===== src/rtl/supervisor_pkg.sv =====
package supervisor_pkg;
    // register indices
    localparam logic [3:0] REG_WD_JOIN_CFG   = 4'h3;
    localparam logic [3:0] REG_SLOW_OV_STAT  = 4'h7;
    // config register 3 fields
    localparam int WD_SEL_LSB       = 0;
    localparam int FLT_PULSE_OFF_BIT = 4;
    localparam logic [7:0] CFG3_RESET = 8'h00;
    localparam logic [1:0] WD_SEL_0P90 = 2'h0;
    localparam logic [1:0] WD_SEL_0P45 = 2'h1;
    localparam logic [1:0] WD_SEL_0P15 = 2'h2;
    // timing
    localparam int CLK_HZ          = 100_000_000;
    localparam int PRESCALE_CYC    = 100_000;      // 1 ms tick
    localparam int WD_0P90_MS      = 900;
    localparam int WD_0P45_MS      = 450;
    localparam int WD_0P15_MS      = 150;
    localparam int SC_PULSE_US     = 100;
    localparam int SC_PULSE_CYC    = SC_PULSE_US * (CLK_HZ / 1_000_000);
    localparam int SLOW_HS_MS      = 15;
    localparam int SLOW_PP_MS      = 20;
    localparam int FILT_CYC        = 4;
    localparam int LED_PHASE_CYC   = 1_000;
endpackage


===== src/rtl/octal_driver_fault_supervisor.sv =====
`timescale 1ns/1ps
// Functional notes
// - watchdog restarts on every chip-select falling edge
// - on expiry all outputs off, timeout flag low until next select fall
// - timeout field: 00 0.9 s, 01 0.45 s, 10 0.15 s; resets to 0.9 s
// - driver overtemp turns channel off; re-enables when indication clears
// - driver overtemp: global fault and fault led
// - chip overtemp shuts all channels and asserts global fault
// - short circuit pulses global fault for about 100 us
// - register 3 bit 4 suppresses the short pulse, command-mode writes only
// - short circuit puts channel into slow slew mode
// - high-side channel leaves slow mode automatically after 10-20 ms
// - output enable low clears slow mode on all channels
// - 16-bit/command with config select high returns slow status in low byte
// - register 7 reports per-channel slow-mode status
// - undervoltage three-states outputs, disables open-load, flags pin
// - lit fault led forces level led off
// - serial mode, config select high: level led shows slow mode
// - 4x4 led matrix scanned one row at a time, 25% duty
// - push-pull pin 0 high-side unless serial set; 1 forces push-pull
// - serial mode open-load pin 1 enables all high-side; else per channel
// - deglitch pin filters inputs; push-pull and setting-mode always filtered
// - output enable low turns drivers and leds off
module octal_driver_fault_supervisor #(
    parameter int PRESCALE = supervisor_pkg::PRESCALE_CYC
) (
    input  wire logic       i_clk,
    input  wire logic       i_resetn,
    input  wire logic       i_cs_n,
    input  wire logic       i_supervision_enable_pin,
    input  wire logic       i_setting_mode_select_pin,
    input  wire logic       i_configuration_select_pin,
    input  wire logic       i_push_pull_select_pin,
    input  wire logic       i_global_open_load_pin,
    input  wire logic       i_deglitch_select_pin,
    input  wire logic       i_output_enable_pin,
    input  wire logic       i_wide_frame,
    input  wire logic       i_command_mode,
    input  wire logic [7:0] i_chan_in,
    input  wire logic [7:0] i_serial_pp_cfg,
    input  wire logic [7:0] i_serial_ol_cfg,
    input  wire logic [7:0] i_driver_overtemp,
    input  wire logic       i_chip_overtemp,
    input  wire logic [7:0] i_short_detect,
    input  wire logic [2:0] i_undervoltage,
    input  wire logic       i_reg_we,
    input  wire logic [3:0] i_reg_addr,
    input  wire logic [7:0] i_reg_wdata,
    output logic      [7:0] o_reg_rdata,
    output logic      [7:0] o_diag_low_byte,
    output logic      [7:0] o_chan_on,
    output logic      [7:0] o_chan_push_pull,
    output logic      [7:0] o_chan_slow,
    output logic      [7:0] o_open_load_en,
    output logic            o_fault_out,
    output logic            o_fault_oe,
    output logic            o_supervision_timeout_flag_pin,
    output logic            o_timeout_flag_oe,
    output logic            o_undervoltage_flag_pin,
    output logic      [3:0] o_led_row,
    output logic      [3:0] o_led_col
);
    // ----------------------------------------
    // input synchronisers and deglitch
    // ----------------------------------------
    localparam int NS = 28;
    logic [NS-1:0] s1_r, s2_r, flt_r, flt_nxt;
    logic [NS-1:0] raw;
    logic [2:0]    fcnt_r [NS];
    logic [2:0]    fcnt_nxt [NS];
    logic [NS-1:0] always_filt;
    logic          i_deglitch_select_pin_s;

    assign i_deglitch_select_pin_s = s2_r[21];

    assign raw = {i_cs_n, i_supervision_enable_pin, i_setting_mode_select_pin,
                  i_configuration_select_pin, i_push_pull_select_pin,
                  i_global_open_load_pin, i_deglitch_select_pin,
                  i_output_enable_pin, i_chan_in, i_driver_overtemp, i_chip_overtemp,
                  i_undervoltage};
    assign always_filt = {2'b00, 1'b1, 1'b0, 1'b1, 23'h0};

    always_comb begin
        for (int i = 0; i < NS; i++) begin
            fcnt_nxt[i] = fcnt_r[i];
            flt_nxt[i]  = flt_r[i];
            if (!(i_deglitch_select_pin_s || always_filt[i])) begin
                flt_nxt[i]  = s2_r[i];
                fcnt_nxt[i] = 3'h0;
            end else if (s2_r[i] == flt_r[i]) begin
                fcnt_nxt[i] = 3'h0;
            end else if (fcnt_r[i] == 3'(supervisor_pkg::FILT_CYC - 1)) begin
                flt_nxt[i]  = s2_r[i];
                fcnt_nxt[i] = 3'h0;
            end else begin
                fcnt_nxt[i] = fcnt_r[i] + 3'h1;
            end
        end
    end

    always_ff @(posedge i_clk or negedge i_resetn) begin
        if (!i_resetn) begin
            s1_r  <= {1'b1, 27'h0};
            s2_r  <= {1'b1, 27'h0};
            flt_r <= {1'b1, 27'h0};
            for (int i = 0; i < NS; i++) fcnt_r[i] <= 3'h0;
        end else begin
            s1_r  <= raw;
            s2_r  <= s1_r;
            flt_r <= flt_nxt;
            for (int i = 0; i < NS; i++) fcnt_r[i] <= fcnt_nxt[i];
        end
    end

    logic       cs_n, wd_en, serial_mode, cfg_sel, pp_pin, ol_pin, oe_pin, chip_ot;
    logic [7:0] chan_in, drv_ot;
    logic [2:0] uv;
    assign {cs_n, wd_en, serial_mode, cfg_sel, pp_pin, ol_pin} = flt_r[27:22];
    assign oe_pin  = flt_r[20];
    assign chan_in = flt_r[19:12];
    assign drv_ot  = flt_r[11:4];
    assign chip_ot = flt_r[3];
    assign uv      = flt_r[2:0];

    // ----------------------------------------
    // registers, watchdog, slow mode, fault pulse
    // ----------------------------------------
    logic [7:0]  cfg3_r, cfg3_nxt, slow_r, slow_nxt, sc_prev_r;
    logic        cs_prev_r, wd_fault_r, wd_fault_nxt;
    logic [16:0] pre_r, pre_nxt;
    logic [9:0]  wd_ms_r, wd_ms_nxt, wd_limit;
    logic [4:0]  slow_ms_r [8];
    logic [4:0]  slow_ms_nxt [8];
    logic [13:0] sc_cnt_r, sc_cnt_nxt;
    logic        tick, cs_fall;
    logic [7:0]  pp_mode, sc_rise;

    assign tick    = (pre_r == 17'(PRESCALE - 1));
    assign cs_fall = cs_prev_r && !cs_n;
    assign sc_rise = i_short_detect & ~sc_prev_r;
    assign pp_mode = pp_pin ? 8'hff : i_serial_pp_cfg;

    always_comb begin
        unique case (cfg3_r[supervisor_pkg::WD_SEL_LSB +: 2])
            supervisor_pkg::WD_SEL_0P45: wd_limit = 10'(supervisor_pkg::WD_0P45_MS);
            supervisor_pkg::WD_SEL_0P15: wd_limit = 10'(supervisor_pkg::WD_0P15_MS);
            default:                     wd_limit = 10'(supervisor_pkg::WD_0P90_MS);
        endcase
    end

    always_comb begin
        cfg3_nxt     = cfg3_r;
        pre_nxt      = tick ? 17'h0 : pre_r + 17'h1;
        wd_ms_nxt    = wd_ms_r;
        wd_fault_nxt = wd_fault_r;
        slow_nxt     = slow_r;
        sc_cnt_nxt   = (sc_cnt_r != 14'h0) ? sc_cnt_r - 14'h1 : 14'h0;
        if (i_reg_we && i_command_mode && i_reg_addr == supervisor_pkg::REG_WD_JOIN_CFG)
            cfg3_nxt = i_reg_wdata;
        if (cs_fall || !(wd_en && serial_mode)) begin
            wd_ms_nxt    = 10'h0;
            wd_fault_nxt = 1'b0;
        end else if (tick) begin
            if (wd_ms_r >= wd_limit - 10'h1) wd_fault_nxt = 1'b1;
            else wd_ms_nxt = wd_ms_r + 10'h1;
        end
        if ((|sc_rise) && !cfg3_r[supervisor_pkg::FLT_PULSE_OFF_BIT])
            sc_cnt_nxt = 14'(supervisor_pkg::SC_PULSE_CYC);
        for (int c = 0; c < 8; c++) begin
            slow_ms_nxt[c] = slow_ms_r[c];
            if (!oe_pin) begin
                slow_nxt[c]    = 1'b0;
                slow_ms_nxt[c] = 5'h0;
            end else if (i_short_detect[c]) begin
                slow_nxt[c]    = 1'b1;
                slow_ms_nxt[c] = 5'h0;
            end else if (slow_r[c]) begin
                if (pp_mode[c] && chan_in[c]) begin
                    slow_ms_nxt[c] = 5'h0;
                end else if (tick) begin
                    if (slow_ms_r[c] >= (pp_mode[c] ? 5'(supervisor_pkg::SLOW_PP_MS)
                                                     : 5'(supervisor_pkg::SLOW_HS_MS)))
                        slow_nxt[c] = 1'b0;
                    else
                        slow_ms_nxt[c] = slow_ms_r[c] + 5'h1;
                end
            end
        end
    end

    always_ff @(posedge i_clk or negedge i_resetn) begin
        if (!i_resetn) begin
            cfg3_r     <= supervisor_pkg::CFG3_RESET;
            pre_r      <= 17'h0;
            wd_ms_r    <= 10'h0;
            wd_fault_r <= 1'b0;
            slow_r     <= 8'h00;
            sc_cnt_r   <= 14'h0;
            sc_prev_r  <= 8'h00;
            cs_prev_r  <= 1'b1;
            for (int c = 0; c < 8; c++) slow_ms_r[c] <= 5'h0;
        end else begin
            cfg3_r     <= cfg3_nxt;
            pre_r      <= pre_nxt;
            wd_ms_r    <= wd_ms_nxt;
            wd_fault_r <= wd_fault_nxt;
            slow_r     <= slow_nxt;
            sc_cnt_r   <= sc_cnt_nxt;
            sc_prev_r  <= i_short_detect;
            cs_prev_r  <= cs_n;
            for (int c = 0; c < 8; c++) slow_ms_r[c] <= slow_ms_nxt[c];
        end
    end

    // ----------------------------------------
    // output gating, status and led scan
    // ----------------------------------------
    logic [1:0]  row_r, row_nxt;
    logic [9:0]  ph_r, ph_nxt;
    logic [7:0]  on_nxt, fault_led, level_led;
    logic [15:0] leds;
    logic [3:0]  col_nxt;
    logic        uv_any, kill_all;

    assign uv_any    = |uv;
    assign kill_all  = wd_fault_r || chip_ot || uv_any || !oe_pin;
    assign on_nxt    = kill_all ? 8'h00 : (chan_in & ~drv_ot);
    assign fault_led = drv_ot;
    assign level_led = (serial_mode && cfg_sel) ? slow_r : chan_in;
    assign leds      = oe_pin ? {fault_led, level_led & ~fault_led} : 16'h0;

    always_comb begin
        ph_nxt  = (ph_r == 10'(supervisor_pkg::LED_PHASE_CYC - 1)) ? 10'h0 : ph_r + 10'h1;
        row_nxt = (ph_r == 10'(supervisor_pkg::LED_PHASE_CYC - 1)) ? row_r + 2'h1 : row_r;
        col_nxt = leds[{row_r, 2'b00} +: 4];
    end

    always_ff @(posedge i_clk or negedge i_resetn) begin
        if (!i_resetn) begin
            ph_r <= 10'h0;
            row_r <= 2'h0;
            o_led_row <= 4'h0;
            o_led_col <= 4'h0;
            o_chan_on <= 8'h00;
            o_chan_push_pull <= 8'h00;
            o_chan_slow <= 8'h00;
            o_open_load_en <= 8'h00;
            o_fault_out <= 1'b1;
            o_fault_oe <= 1'b0;
            o_supervision_timeout_flag_pin <= 1'b1;
            o_timeout_flag_oe <= 1'b0;
            o_undervoltage_flag_pin <= 1'b0;
            o_reg_rdata <= 8'h00;
            o_diag_low_byte <= 8'h00;
        end else begin
            ph_r <= ph_nxt;
            row_r <= row_nxt;
            o_led_row <= 4'h1 << row_r;
            o_led_col <= col_nxt;
            o_chan_on <= on_nxt;
            o_chan_push_pull <= pp_mode;
            o_chan_slow <= slow_r;
            o_open_load_en <= (uv_any || kill_all) ? 8'h00 :
                ((serial_mode && ol_pin) ? ~pp_mode : i_serial_ol_cfg & ~pp_mode);
            o_fault_out <= 1'b0;
            o_fault_oe <= (|drv_ot) || chip_ot || (sc_cnt_r != 14'h0);
            o_supervision_timeout_flag_pin <= 1'b0;
            o_timeout_flag_oe <= wd_fault_r;
            o_undervoltage_flag_pin <= uv_any;
            o_reg_rdata <= (i_reg_addr == supervisor_pkg::REG_SLOW_OV_STAT) ? slow_r :
                           (i_reg_addr == supervisor_pkg::REG_WD_JOIN_CFG) ? cfg3_r : 8'h00;
            o_diag_low_byte <= ((i_wide_frame || i_command_mode) && cfg_sel) ? slow_r
                                                                              : chan_in;
        end
    end
endmodule // octal_driver_fault_supervisor


===== config.mk =====
export PLATFORM = sky130hd
export DESIGN_NAME = octal_driver_fault_supervisor
export DESIGN_NICKNAME = d
export VERILOG_FILES = /design/src/rtl/supervisor_pkg.sv /design/src/rtl/octal_driver_fault_supervisor.sv
export SDC_FILE = /design/constraint.sdc
export NUM_CORES = 1
export LEC_CHECK = 0
export ABC_AREA = 1
export ABC_CLOCK_PERIOD_IN_PS = 3100
export BUFFER_PORTS_ARGS = -buffer_cell sky130_fd_sc_hd__buf_4
export CORE_ASPECT_RATIO = 0.75
export CORE_MARGIN = 2
export CORE_UTILIZATION = 35
export DETAILED_ROUTE_END_ITERATION = 16
export GPL_ROUTABILITY_DRIVEN = 0
export MAX_ROUTING_LAYER = met4
export PLACE_DENSITY = 0.55
export SETUP_SLACK_MARGIN = 0.5
export SLEW_MARGIN = 0
export SYNTH_ARGS = -nofsm -noshare
export SYNTH_HDL_FRONTEND = slang
export SYNTH_SLANG_ARGS = --single-unit

===== constraint.sdc =====
create_clock -name i_clk -period 3.1 [get_ports i_clk]
set_input_delay 0.465 -clock i_clk [delete_from_list [all_inputs] [get_ports i_clk]]
set_output_delay 0.465 -clock i_clk [all_outputs]
set_load 0.01 [all_outputs]

==> results.md <==
- Vias: 11.74k
- Antenna violations before repair: 2
- GRT Overall Usage: 17.24%
- EDFF count, synth: 0
- Core box area: 44430 µm²
- Pin count of the biggest net entering global routing: 96
- Drt via density: 4.739
- Vias in the first global route: 11.33k
- Final period util: 73.61%
- Worst endpoint data arrival time: 2.71 ns
- Initial Util: 35.23%
- CTS H-Tree Depth: 2
- Final WL: 37970 µm
- WP data required: 3.53 ns
- Hold Fails Final Rpt: 0
- Final Slew Violations: 0
- Final Skew: 0.01702 ns
- Fin crit period: 2.282 ns
- Clk_lat worst skew: 0.54 ns
- Worst Max-Slew Pin Slew: 0.7470 ns
- Die H: 187.2 µm
- Area occupied by multi-input gates: 6036 µm²
- IO buf count: 129
- Cells after Synth: 1710
- CTS tree: built
- Synthesized flop and latch total: 343
- YS warnings: 0
- Ant diodes: 0
- DIE AREA: 46450 µm²
- Final setup viols: 0
- Total clock sinks: 343
- Worst vdd ir: 0.3843 mV
- Slew HR: 50.15%
- Lkg Pwr: 9.226 nW
- Fmax: 0.4382 GHz
- HP Class: in2reg
- Routed length per instance: 15.32 µm
- Initial DRC Count: 767
- CP startpoint kind: register
- Antenna Nets Post-Route: 0
- Worst-path clk slew: 0.06 ns
- Mapped cell area: 15650 µm²
- Top FF cell, synth: dfrtp_1
- Row count: 67
- CP Max Fanout: 10
- Top Ports: 130
- Layout cells sized above 1: 14.53%
- Global-route wire length before repair: 61420 µm
- Clock buffer depth: 3
- PD cells: 603.7 nW/µm²
- Mean Syn Cell Area: 9.154 µm²
- Root Driver: clkbuf_16
- Die width: 248.2 µm
- Fraction of registers with async set/reset: 100.0%
- Drt pass-1 iters: 5
- Total power: 0.01123 W
- Maxcap violations: 0
- RSZ-0062 raised after global routing: no
- Final setup TNS: 0 ns
- Register area: 8591 µm²
- Detail Placement HPWL: 27480 µm
- CP Class: reg2reg
- Status: finished, final reports clean
- Fill cells: 4351
- Drt drc: 0
- GRT overflow: 0
- Area Growth Syn to Fin: 18.89%
- Inserted Clock Buffers: 38
- Number of distinct library cells after synthesis: 43
- Fin nets: 2005
- Sequential fraction of the synthesis area: 54.87%
- Kind of end point of the critical path: register
cell usage after synthesis (2+ instances only):
cell type	number	share of area [%]
inv_1	232	5.6
nor2_1	195	4.7
nand3_2	2	0.13
or2_1	2	0.080
o21ai_0	52	1.7
dfrtp_1	338	54
nor2_4	13	0.94
buf_6	2	0.14
o211ai_1	6	0.29
nand2_4	2	0.14
ha_1	72	5.8
nand2_2	15	0.60
nor4_1	29	1.2
dfstp_2	5	0.84
a21oi_1	68	2.2
nor3b_1	4	0.19
a211oi_1	2	0.096
o21ai_1	4	0.13
buf_2	6	0.19
or2_2	9	0.36
buf_4	2	0.096
buf_1	3	0.072
mux2_2	14	1.0
xor2_1	19	1.1
nand2_1	326	7.8
xnor2_1	37	2.1
o21bai_1	8	0.38
nand3_1	114	3.6
nor3_4	2	0.21
nor2_2	5	0.20
nor3_1	46	1.5
o22ai_1	7	0.28
inv_2	5	0.12
nand3b_1	5	0.24
clkbuf_1	17	0.41
nand4_1	35	1.4
power by group:
part	total (W)	internal (W)	switching (W)	leakage (nW)
combinational	0.00160	0.000605	0.000994	4.26
clock	0.00450	0.00267	0.00182	0.603
sequential	0.00514	0.00482	0.000316	4.36
total	0.0112	0.00810	0.00313	9.23
layer usage:
layer | wire, µm | part of all wire (%) | vias up | track usage (%)
li1 | - | - | 5819 | -
met1 | 19190 | 51 | 5613 | 25.53
met2 | 16050 | 42 | 258 | 24.20
met3 | 1980 | 5.2 | 54 | 3.199
met4 | 745 | 2.0 | 0 | 4.350
met5 | 0 | 0 | - | -
metrics by stage:
stage | hold WS, ns | setup slack [ns] | std cells | util [%] | area (µm²)
6_report | 0.03240 | 0.8182 | 2478 | 41.89 | 18610
5_1_grt | 0.001520 | 0.6169 | 2478 | 41.89 | 18610
4_1_cts | 0.003014 | 0.7267 | 2478 | 41.88 | 18610
3_5_place_dp | 0.3356 | 0.7348 | 2409 | 39.07 | 17360
3_3_place_gp | 0.3338 | 0.8237 | 2409 | 39.07 | 17360
2_1_floorplan | 0.1694 | 1.148 | 1711 | - | 15660
worst paths after layout:
kind	start	endpoint	slack (ns)	cells past startpoint
setup / recovery	cfg3_r[0]	wd_ms_r[7]	0.82	11
hold / removal	i_global_open_load_pin	s1_r[22]	0.03	1
setup reg to reg	cfg3_r[0]	wd_ms_r[7]	0.82	11
hold reg to reg	s1_r[21]	s2_r[21]	0.35	0
max in group asynchronous	i_resetn	o_supervision_timeout_flag_pin	1.76	3
min in group asynchronous	i_resetn	slow_ms_r[0]	0.46	2
logic make-up (layout without fill, tap and decap cells):
family | after synthesis | count (layout) | synth area share, %
AOI/OAI and AO/OA | 151 | 151 | 5.211
buffers and inverters | 267 | 448 | 6.594
adders and majority gates | 72 | 72 | 5.755
other | 1 | 2 | 0.02396
xor gates and xnor gates | 56 | 56 | 3.133
DFF | 343 | 343 | 54.87
and+or+nand+nor | 806 | 806 | 23.40
muxes | 14 | 14 | 1.007
sequential cells by signal (all words and copies together) (netlist names), 10 cells and up:
signal and flops:
flt_r 27, wd_ms_r 10, s1_r 28, ph_r 10, sc_cnt_r 14, fcnt_r 81, pre_r 17, slow_ms_r 40
s2_r 28
repair_timing:
action,4_1_cts,5_1_grt
gates resized for setup,0,1
hold buffers,1,0
endpoints found under the setup margin,0,4
buffers inserted,0,0
endpoints found under the hold margin,43,0
cells in the final DEF (no fill, tap or decap), types with 13 or more instances in the layout:
| cell type | count |
|---|---|
| ha_1 | 72 |
| o21ai_0 | 52 |
| nor2_1 | 195 |
| nor2_4 | 13 |
| nor3_1 | 46 |
| buf_4 | 138 |
| nor4_1 | 29 |
| a21oi_1 | 68 |
| mux2_2 | 14 |
| inv_1 | 232 |
| nand2_2 | 15 |
| nand3_1 | 114 |
| xor2_1 | 19 |
| clkbuf_16 | 39 |
| nand4_1 | 35 |
| xnor2_1 | 37 |
| nand2_1 | 326 |
| dfrtp_1 | 337 |
area by class of cell:
cell class,count,share of cell area [%]
flip-flops and latches,343,46.16
inverters,237,4.780
repair buffers,143,6.024
well taps,586,3.940
clock inverters,11,0.6253
multi-input cells,1101,32.43
clock buffers,57,6.037
critical path, stage by stage, from the launching register on:
cell and delay [ns]:
dfrtp_1 0.38, inv_1 0.10, ha_1 0.32, inv_1 0.07
ha_1 0.29, a21o_1 0.18, nor2_1 0.11, nand3_1 0.19
nand2_1 0.10, nand2_1 0.22, nand2_1 0.14, nand2_1 0.06
(Power assumes the default switching activity.)
